==> config.mk <==
export PLATFORM = sky130hd
export DESIGN_NAME = txsw_status_word
export DESIGN_NICKNAME = d
export VERILOG_FILES = /design/src/txsw_status_word.v
export VERILOG_INCLUDE_DIRS = /design/src /design/src/common
export SDC_FILE = /design/constraint.sdc
export NUM_CORES = 1
export LEC_CHECK = 0
export ABC_CLOCK_PERIOD_IN_PS = 2270
export BUFFER_PORTS_ARGS = -buffer_cell sky130_fd_sc_hd__buf_2
export CELL_PAD_IN_SITES_DETAIL_PLACEMENT = 1
export CELL_PAD_IN_SITES_GLOBAL_PLACEMENT = 1
export CORE_ASPECT_RATIO = 1.75
export CORE_MARGIN = 4
export CORE_UTILIZATION = 32
export DETAILED_ROUTE_END_ITERATION = 8
export HOLD_SLACK_MARGIN = 0.15
export PLACE_DENSITY_LB_ADDON = 0.12
export SKIP_CTS_REPAIR_TIMING = 1
export SYNTH_ARGS = -nofsm -noshare
export SYNTH_HDL_FRONTEND = slang
export SYNTH_SLANG_ARGS = --single-unit
export TNS_END_PERCENT = 20
==> constraint.sdc <==
create_clock -name clk_sys_i -period 2.27 [get_ports clk_sys_i]
set_input_delay 0.3405 -clock clk_sys_i [delete_from_list [all_inputs] [get_ports clk_sys_i]]
set_output_delay 0.3405 -clock clk_sys_i [all_outputs]
set_load 0.01 [all_outputs]
==> src/common/txsw_defines.vh <==
// Constants for the transmit status word writer: field positions, reset values, counts.
// Assumes a 125 MHz controller clock and a 32-bit descriptor memory port.
`ifndef TXSW_DEFINES_VH
`define TXSW_DEFINES_VH
`define TXSW_OWN_BIT 31
`define TXSW_ES_BIT 15
`define TXSW_LC_BIT 11
`define TXSW_NC_BIT 10
`define TXSW_LT_BIT 9
`define TXSW_EC_BIT 8
`define TXSW_CC_LSB 3
`define TXSW_ED_BIT 2
`define TXSW_DE_BIT 0
`define TXSW_COLL_WINDOW_BYTES 16'h0040
`define TXSW_MAX_COLLISIONS 5'h10
`define TXSW_DEFER_LIMIT_BITS 24288
// Deferral limit in clocks: 24288 bit times of 10 ns at an 8 ns clock.
`define TXSW_DEFER_LIMIT_CYC 18'h0_7698
`define TXSW_ST_IDLE 3'h0
`define TXSW_ST_FETCH 3'h1
`define TXSW_ST_XMIT 3'h2
`define TXSW_ST_CLOSE 3'h3
`define TXSW_ST_SUSP 3'h4
`define TXSW_ST_STOP 3'h5
`define TXSW_IRQ_CLOSED 0
`define TXSW_IRQ_SUSP 1
`define TXSW_IRQ_ERR 2
`define TXSW_WORD_RST 32'h0000_0000
`endif

==> src/txsw_status_word.v <==
// Transmit status word engine: fetches the first descriptor word, runs ownership, and writes
// the closing status back in a single memory write.
// Assumes a memory port with one-cycle read latency, a MAC that reports transmit events as
// same-clock pulses, and a carrier sense pin from the transceiver that is asynchronous.
//
// Design decisions made here: the plain strobed port and the register addresses.
`include "txsw_defines.vh"
module txsw_status_word #(
   parameter AW = 32
) (
   // Clock and reset.
   input wire clk_sys_i,
   input wire rst_b_i,
   // Control from the channel.
   input wire start_i,
   input wire stop_i,
   input wire [AW-1:0] desc_addr_i,
   input wire defer_check_en_i,
   // Descriptor memory port.
   output reg mem_rd_o,
   output reg mem_wr_o,
   output reg [AW-1:0] mem_addr_o,
   output reg [31:0] mem_wdata_o,
   input wire [31:0] mem_rdata_i,
   // Transmit path events.
   output reg xmit_go_o,
   input wire xmit_done_i,
   input wire carrier_sense_i,
   input wire collision_i,
   input wire defer_bit_i,
   input wire [15:0] tx_byte_cnt_i,
   // State report.
   output reg suspended_o,
   output reg stopped_o,
   // Register port.
   input wire [3:0] reg_addr_i,
   input wire [31:0] reg_wdata_i,
   input wire reg_wr_i,
   input wire reg_rd_i,
   output reg [31:0] reg_rdata_o,
   // Interrupt.
   output reg irq_o
);
   localparam [3:0] OFS_STATUS = 4'h0;
   localparam [3:0] OFS_MASK = 4'h4;
   localparam [3:0] OFS_LAST = 4'h8;
   localparam [2:0] S_IDLE = `TXSW_ST_IDLE;
   localparam [2:0] S_FETCH = `TXSW_ST_FETCH;
   localparam [2:0] S_XMIT = `TXSW_ST_XMIT;
   localparam [2:0] S_CLOSE = `TXSW_ST_CLOSE;
   localparam [2:0] S_SUSP = `TXSW_ST_SUSP;
   localparam [2:0] S_STOP = `TXSW_ST_STOP;
   localparam [15:0] COLL_WIN = `TXSW_COLL_WINDOW_BYTES;
   localparam [4:0] MAX_COLL = `TXSW_MAX_COLLISIONS;
   // Bit time is 10 ns at 100 Mb/s, so the limit in clocks is bits times ten over eight.
   localparam [17:0] DEFER_CYC = `TXSW_DEFER_LIMIT_CYC;

   reg [2:0] state;
   reg csync_a;
   reg csync_b;
   reg seen_carrier;
   reg lost_carrier;
   reg late_coll;
   reg [4:0] coll_cnt;
   reg [17:0] defer_cnt;
   reg defer_ex;
   reg deferred;
   reg fetch_wait;
   reg [2:0] irq_stat;
   reg [2:0] irq_mask;
   reg [31:0] last_word;
   reg [2:0] ev;
   reg [31:0] next_word;

   // Two flip-flops bring the carrier pin into the clock domain.
   always @(posedge clk_sys_i) begin
      if (!rst_b_i) begin
         csync_a <= 1'b0;
         csync_b <= 1'b0;
      end else begin
         csync_a <= carrier_sense_i;
         csync_b <= csync_a;
      end
   end

   // Closing status word; reserved bits stay zero and every flag is written each time.
   always @* begin
      next_word = `TXSW_WORD_RST;
      next_word[`TXSW_OWN_BIT] = 1'b0;
      next_word[`TXSW_LC_BIT] = lost_carrier;
      next_word[`TXSW_NC_BIT] = ~seen_carrier;
      next_word[`TXSW_LT_BIT] = late_coll;
      next_word[`TXSW_EC_BIT] = (coll_cnt >= MAX_COLL);
      next_word[`TXSW_CC_LSB+3:`TXSW_CC_LSB] = coll_cnt[3:0];
      next_word[`TXSW_ED_BIT] = defer_ex;
      next_word[`TXSW_DE_BIT] = deferred;
      next_word[`TXSW_ES_BIT] = next_word[`TXSW_ED_BIT] | next_word[`TXSW_EC_BIT] |
         next_word[`TXSW_LT_BIT] | next_word[`TXSW_NC_BIT] | next_word[`TXSW_LC_BIT];
   end

   // Descriptor state machine with per-frame event trackers.
   always @(posedge clk_sys_i) begin
      if (!rst_b_i) begin
         state <= S_IDLE;
         mem_rd_o <= 1'b0;
         mem_wr_o <= 1'b0;
         mem_addr_o <= {AW{1'b0}};
         mem_wdata_o <= 32'h0000_0000;
         xmit_go_o <= 1'b0;
         suspended_o <= 1'b0;
         stopped_o <= 1'b1;
         seen_carrier <= 1'b0;
         lost_carrier <= 1'b0;
         late_coll <= 1'b0;
         coll_cnt <= 5'h00;
         defer_cnt <= 18'h0_0000;
         defer_ex <= 1'b0;
         deferred <= 1'b0;
         fetch_wait <= 1'b0;
         last_word <= 32'h0000_0000;
         ev <= 3'h0;
      end else begin
         mem_rd_o <= 1'b0;
         mem_wr_o <= 1'b0;
         xmit_go_o <= 1'b0;
         ev <= 3'h0;
         case (state)
            S_IDLE, S_SUSP, S_STOP: begin
               suspended_o <= (state == S_SUSP);
               stopped_o <= (state != S_SUSP);
               if (start_i && !stop_i) begin
                  state <= S_FETCH;
                  mem_rd_o <= 1'b1;
                  mem_addr_o <= desc_addr_i;
                  fetch_wait <= 1'b1;
                  suspended_o <= 1'b0;
                  stopped_o <= 1'b0;
               end
            end
            S_FETCH: begin
               fetch_wait <= 1'b0;
               if (!fetch_wait) begin
                  if (mem_rdata_i[`TXSW_OWN_BIT]) begin
                     state <= S_XMIT;
                     xmit_go_o <= 1'b1;
                     seen_carrier <= 1'b0;
                     lost_carrier <= 1'b0;
                     late_coll <= 1'b0;
                     coll_cnt <= 5'h00;
                     defer_cnt <= 18'h0_0000;
                     defer_ex <= 1'b0;
                     deferred <= 1'b0;
                  end else begin
                     state <= S_SUSP;
                     suspended_o <= 1'b1;
                     ev[`TXSW_IRQ_SUSP] <= 1'b1;
                  end
               end
            end
            S_XMIT: begin
               if (csync_b) begin
                  seen_carrier <= 1'b1;
               end
               if (seen_carrier && !csync_b && !xmit_done_i) begin
                  lost_carrier <= 1'b1;
               end
               if (collision_i && coll_cnt < MAX_COLL) begin
                  coll_cnt <= coll_cnt + 5'h01;
               end
               if (collision_i && tx_byte_cnt_i > COLL_WIN) begin
                  late_coll <= 1'b1;
               end
               if (defer_bit_i) begin
                  deferred <= 1'b1;
                  if (defer_cnt != DEFER_CYC) begin
                     defer_cnt <= defer_cnt + 18'h0_0001;
                  end else if (defer_check_en_i) begin
                     defer_ex <= 1'b1;
                  end
               end
               if (xmit_done_i || late_coll || coll_cnt >= MAX_COLL || defer_ex) begin
                  state <= S_CLOSE;
               end
            end
            S_CLOSE: begin
               mem_wr_o <= 1'b1;
               mem_wdata_o <= next_word;
               last_word <= next_word;
               ev[`TXSW_IRQ_CLOSED] <= 1'b1;
               ev[`TXSW_IRQ_ERR] <= next_word[`TXSW_ES_BIT];
               state <= stop_i ? S_STOP : S_IDLE;
            end
            default: begin
               state <= S_IDLE;
            end
         endcase
         if (stop_i && state != S_XMIT && state != S_CLOSE) begin
            state <= S_STOP;
         end
      end
   end

   // Sticky events, write-one-to-clear, with a new event winning over a clear.
   always @(posedge clk_sys_i) begin
      if (!rst_b_i) begin
         irq_stat <= 3'h0;
         irq_mask <= 3'h0;
         irq_o <= 1'b0;
         reg_rdata_o <= 32'h0000_0000;
      end else begin
         if (reg_wr_i && reg_addr_i == OFS_STATUS) begin
            irq_stat <= (irq_stat & ~reg_wdata_i[2:0]) | ev;
         end else begin
            irq_stat <= irq_stat | ev;
         end
         if (reg_wr_i && reg_addr_i == OFS_MASK) begin
            irq_mask <= reg_wdata_i[2:0];
         end
         irq_o <= |(irq_stat & irq_mask);
         reg_rdata_o <= 32'h0000_0000;
         if (reg_rd_i) begin
            case (reg_addr_i)
               OFS_STATUS: reg_rdata_o <= {29'h0000_0000, irq_stat};
               OFS_MASK: reg_rdata_o <= {29'h0000_0000, irq_mask};
               OFS_LAST: reg_rdata_o <= last_word;
               default: reg_rdata_o <= 32'h0000_0000;
            endcase
         end
      end
   end
endmodule // txsw_status_word

## Word-level counts from Yosys, hierarchy flattened

Cells that the tools add are included.

| word-level totals | value |
|---|---|
| word-level logic and storage cells | 150 |
| register bits | 123 |
| output and inout port bits | 102 |

| cells by class | value |
|---|---|
| $add $sub $neg | 2 |
| muxes and demuxes | 43 |
| $lt $le $gt $ge | 3 |
| bitwise logic cells | 12 |
| reduce and logical (&&, ||, !) cells | 38 |
| equal/unequal tests | 27 |

Operator list:

| kind | number |
|---|---|
| 18-bit two-way mux | 4 |
| 16-bit case mux with 3 select lines | 1 |
| 18-bit case mux with 2 select lines | 1 |
| 2-bit inequality test, second input constant | 13 |
| 3-bit two-way mux | 7 |
| 4-bit AND reduction | 5 |
| 18-bit by 1-bit adder with 18-bit output, second input constant | 1 |
| 1-bit two-way mux | 18 |
| 18-bit by 15-bit inequality test with 1-bit output, second input constant | 1 |
| 16-bit by 7-bit > comparator with 1-bit output, second input constant | 1 |
| 5-bit two-way mux | 3 |
| 1-bit case mux with 2 select lines | 7 |
| 3-bit inequality test, second input constant | 4 |
| 3-bit case mux with 4 select lines | 1 |
| 5-bit case mux with 2 select lines | 1 |
| 2-bit AND reduction | 5 |
| 1-bit logical AND | 9 |
| 3-bit AND reduction | 3 |
| 3-bit OR reduction | 3 |
| 3-bit AND | 2 |
| 3-bit by 2-bit equality test with 1-bit output, second input constant | 2 |
| 3-bit equality test, second input constant | 2 |
| 3-bit by 2-bit inequality test with 1-bit output, second input constant | 2 |
| 3-bit OR | 2 |
| 17 further kinds | 27 |

## Longest topological paths before layout

| depth | value |
|---|---|
| depth in word-level cells | 6 |
| depth in mapped cells | 7 |
| gate-level depth less buffers | 7 |

## Worst setup path before layout

OpenSTA, ideal clock, no wires.

| timing path | value |
|---|---|
| path type | register to register |
| from | register defer_cnt[0] |
| to | register defer_cnt[0] |
| path slack | 0.581 ns |
| clock period less this slack | 1.689 ns |
| data required time | 2.154 ns |
| arrival | 1.572 ns |
| cell stages (with the launch flop) | 7 |
| cells stage by stage | dfxtp_1 inv_1 ha_1 or4b_1 nor4_4 a21oi_2 a31o_2 |

| between the ends | value |
|---|---|
| word-level cells in the longest chain between the ends | 4 |
| elaborated cells on any way between the ends | 7 |
| classes of those cells | add/sub: 1; eq/ne: 2; mux: 3; reduce/logical: 1 |

Ends and longest elaborated chain:

| element | RTL line | RTL |
|---|---|---|
| from (decl) | txsw_status_word.v:65 | `reg [17:0] defer_cnt;` |
| from (signal assigned) | txsw_status_word.v:176 | `defer_cnt <= defer_cnt + 18'h0_0001;` |
| 18-bit by 1-bit adder with 18-bit output | txsw_status_word.v:176 |  |
| 18-bit two-way mux | txsw_status_word.v:175 | `if (defer_cnt != DEFER_CYC) begin` |
| 18-bit two-way mux | txsw_status_word.v:173 | `if (defer_bit_i) begin` |
| 18-bit case mux with 2 select lines | txsw_status_word.v:127 | `case (state)` |

Several ways; a longest one is shown, not always the timed one. The select of a mux whose other input is x is not followed.
A chain may end at the register's enable or synchronous reset.

## Final worst setup path

Same ends and word-level chain as after synthesis.

==> results.md <==
## Status
* finished clean — status

## CTS
* 9 — TritonCTS buffer count
* sky130_fd_sc_hd__clkbuf_16 — clock root buffer master
* 103 — TritonCTS Sinks
* 0.34 ns — clock insertion delay at the later pin of the skew report
* 3 — H-tree lvl count
* 0.07 ns — register clock-pin slew on the reported worst setup and hold paths
* built — CTS tree
* 2 — Clock Tree Buf Depth

## Route
* 571 microns — sum of met3 wire segment lengths after detailed routing
* 3754 — detailed-route via count
* 4.58 — average via count per standard cell
* 0 — ANT nets after route
* met4 — top sig layer
* 4 — number of detailed-route iterations in the first pass
* 68 — Iter 0 DRT Violations
* 4.57 mm — post-route met1 wirelength
* 11.9 mm — Detailed Route WL
* 14.5 microns — wire length per cell after detailed routing
* 0 — Remaining DRCs
* 6.62 mm — routed length on met2

## Placed design
* 5160 sq um — Cell Area, Placed
* 0.777 — gp weighted congestion
* 9.63 mm — final HPWL from detailed placement
* 127 — Port-buffer cells

## STA
* 0.00839 ns — final worst clock skew
* 0 ns — sum of negative setup slack
* 0.551 ns — Slew @ Worst Pin
* 0.632 — worst slew margin relative to its limit
* 0.538 GHz — highest achievable clock rate
* false — RSZ-0062 raised after global routing
* 0 — number of max-slew violations in the final report
* 1.86 ns — Min Clock Period, post-route
* 0.819 — period utilization
* 0 — Final Hold Violating Endpoints
* 0 — Finish-stage setup viols
* 0.221 ns — worst hold slack across all endpoints

## Yosys
* 0 — number of synthesized flops with an enable pin
* 0 — Async SR Flop Fraction
* 4450 sq um — Synth Cell Area
* sky130_fd_sc_hd__dfxtp_1, sky130_fd_sc_hd__nand2_1, sky130_fd_sc_hd__buf_4 — main area contributors after synthesis
* 8.64 sq um — synthesized area per cell
* sky130_fd_sc_hd__dfxtp_1 — leading area contributor after synthesis
* 515 — number of instances in the synthesized netlist
* 0 — number of warning messages in the yosys log
* 55 — post-synth cell types
* 0.463 — top-area cell type share of the netlist area
* 103 — Yosys reg bits
* 0.463 — sequential share of the synthesized area
* sky130_fd_sc_hd__dfxtp_1 — most common flop cell mapped by yosys

## Global route
* 34 — largest net degree at the start of global routing
* 0 — remaining global-route overflow
* 0 — antenna violations before repair
* 0.150 — All-Layer GR Usage
* 3915 — number of global-route vias before repair
* 19.5 mm — first-pass GRT wire length

## Die
* 164 microns — Die Y
* 0.329 — starting density of the core
* 97.2 microns — width of the die
* 56 — row cnt
* 229 — top-level port count
* 15900 sq um — die area
* 13500 sq um — core region area

## Setup path
* flop — CP startpoint kind
* 2.50 ns — Worst EP required
* flop — CP Capture Type
* 2.09 ns — Arrival @ worst endpoint
* reg -> reg — critical path type
* 6 — Max FO, Critical Path

## Cells and area
* 0.254 — proportion of layout cells with a drive suffix above 1
* 772 — nets@finish
* 2100 sq um — multi-input logic area
* 1699 — number of fill cells
* 2060 sq um — Register Area
* 5490 sq um — final design instance area without fill
* 23.2% — layout-stage area growth over the synthesis result
* 0 — final antenna diode count

## Power and ir drop
* 3.89 mW — total design power
* 409 uV — Max IR drop VDD
* 2.38 nW — leakage dissipation
* 710 nW/um^2 — power density of the placed cells

## Worst hold path
* in -> reg — type of the most critical hold path

## Flow run
* 0 — number of max-cap violations

[cells by family (layout without fill, tap and decap cells)]
family / after synthesis / in the layout / synth area share
adders and majority gates: 4 / 4 / 0.0112
other: 1 / 41 / 0.000842
DFF: 103 / 103 / 0.463
AOI/OAI and AO/OA: 87 / 87 / 0.142
xor gates and xnor gates: 17 / 17 / 0.0334
muxes: 6 / 6 / 0.0135
and+or+nand+nor: 222 / 222 / 0.236
buffers and inverters: 75 / 166 / 0.0998
[area by class of cell]
cell class | instances | share of cell area
Clock buffer | 10 | 0.0417
Inverter | 10 | 0.00684
Tap cell | 174 | 0.0397
Sequential cell | 103 | 0.376
Multi-Input combinational cell | 377 | 0.383
Timing Repair Buffer | 140 | 0.136
Clock inverter | 6 | 0.0169
[placed cells by master, fill, tap and decap left out, drive strengths merged, types with 8 or more instances in the layout]
cell type and count:
dfxtp 103, buf 140, xor2 10, a21boi 45
and2 18, a21oi 11, conb 41, nand2 99
inv 11, nand3 11, nor2 47, nor3 11
nor2b 8, clkbuf 10
[Yosys cell counts, drive strengths merged, types with 3 or more instances]
cell type / number
nor4: 5
a31oi: 5
a21oi: 11
and2: 18
dfxtp: 103
nand3: 11
inv: 10
nand2: 99
nor3: 11
o21a: 3
nor2: 47
nor2b: 8
a21boi: 45
o31ai: 3
o21ai: 7
clkbuf: 22
ha: 4
nand4: 7
xnor2: 7
buf: 43
mux2i: 6
xor2: 10
[sequential cells by signal, summed over array words and instances, names as in the netlist]
signal	count
mem_addr_o	32
defer_cnt	18
reg_rdata_o	12
last_word	11
coll_cnt	5
ev	3
irq_mask	3
irq_stat	3
state	3
csync_a	1
csync_b	1
defer_ex	1
deferred	1
fetch_wait	1
irq_o	1
late_coll	1
lost_carrier	1
mem_rd_o	1
seen_carrier	1
stopped_o	1
suspended_o	1
xmit_go_o	1
[report_power, final]
group / switching (mW) / internal [mW]
clock network: 0.683 / 0.973
logic: 0.211 / 0.144
registers: 0.0315 / 1.85
[worst max-delay path, cell delays in order, from the launching register on]
cell and delay [ns]:
sky130_fd_sc_hd__dfxtp_1 0.33, sky130_fd_sc_hd__inv_1 0.10, sky130_fd_sc_hd__ha_1 0.15, sky130_fd_sc_hd__or4b_1 0.50
sky130_fd_sc_hd__nor4_4 0.23, sky130_fd_sc_hd__a21oi_2 0.16, sky130_fd_sc_hd__a31o_2 0.28
[metrics by stage]
step,util,worst slack [ns],cells
2_1_floorplan,-,0.581,555
3_3_place_gp,0.382,0.418,804
3_5_place_dp,0.382,0.400,804
4_1_cts,0.406,0.390,820
5_1_grt,0.406,0.260,820
6_report,0.406,0.410,820
[path summary, 6_finish.rpt]
check,cells after the start,slack [ns],from,to
worst max-delay path,6,0.41,defer_cnt[0]$_SDFFE_PN0P_,defer_cnt[0]$_SDFFE_PN0P_
worst min-delay path,2,0.22,carrier_sense_i,csync_a$_SDFF_PN0_
worst max register to register,6,0.41,defer_cnt[0]$_SDFFE_PN0P_,defer_cnt[0]$_SDFFE_PN0P_
worst min register to register,1,0.44,ev[1]$_SDFF_PP0_,irq_stat[1]$_SDFF_PN0_
[routing by layer]
layer / global-route usage / up-vias
met5: 0 / -
li1: - / 1885
met3: 0.0344 / 11
met4: 0.0447 / 0
met2: 0.292 / 98
met1: 0.158 / 1760
Power figures use the tool's default switching activity.
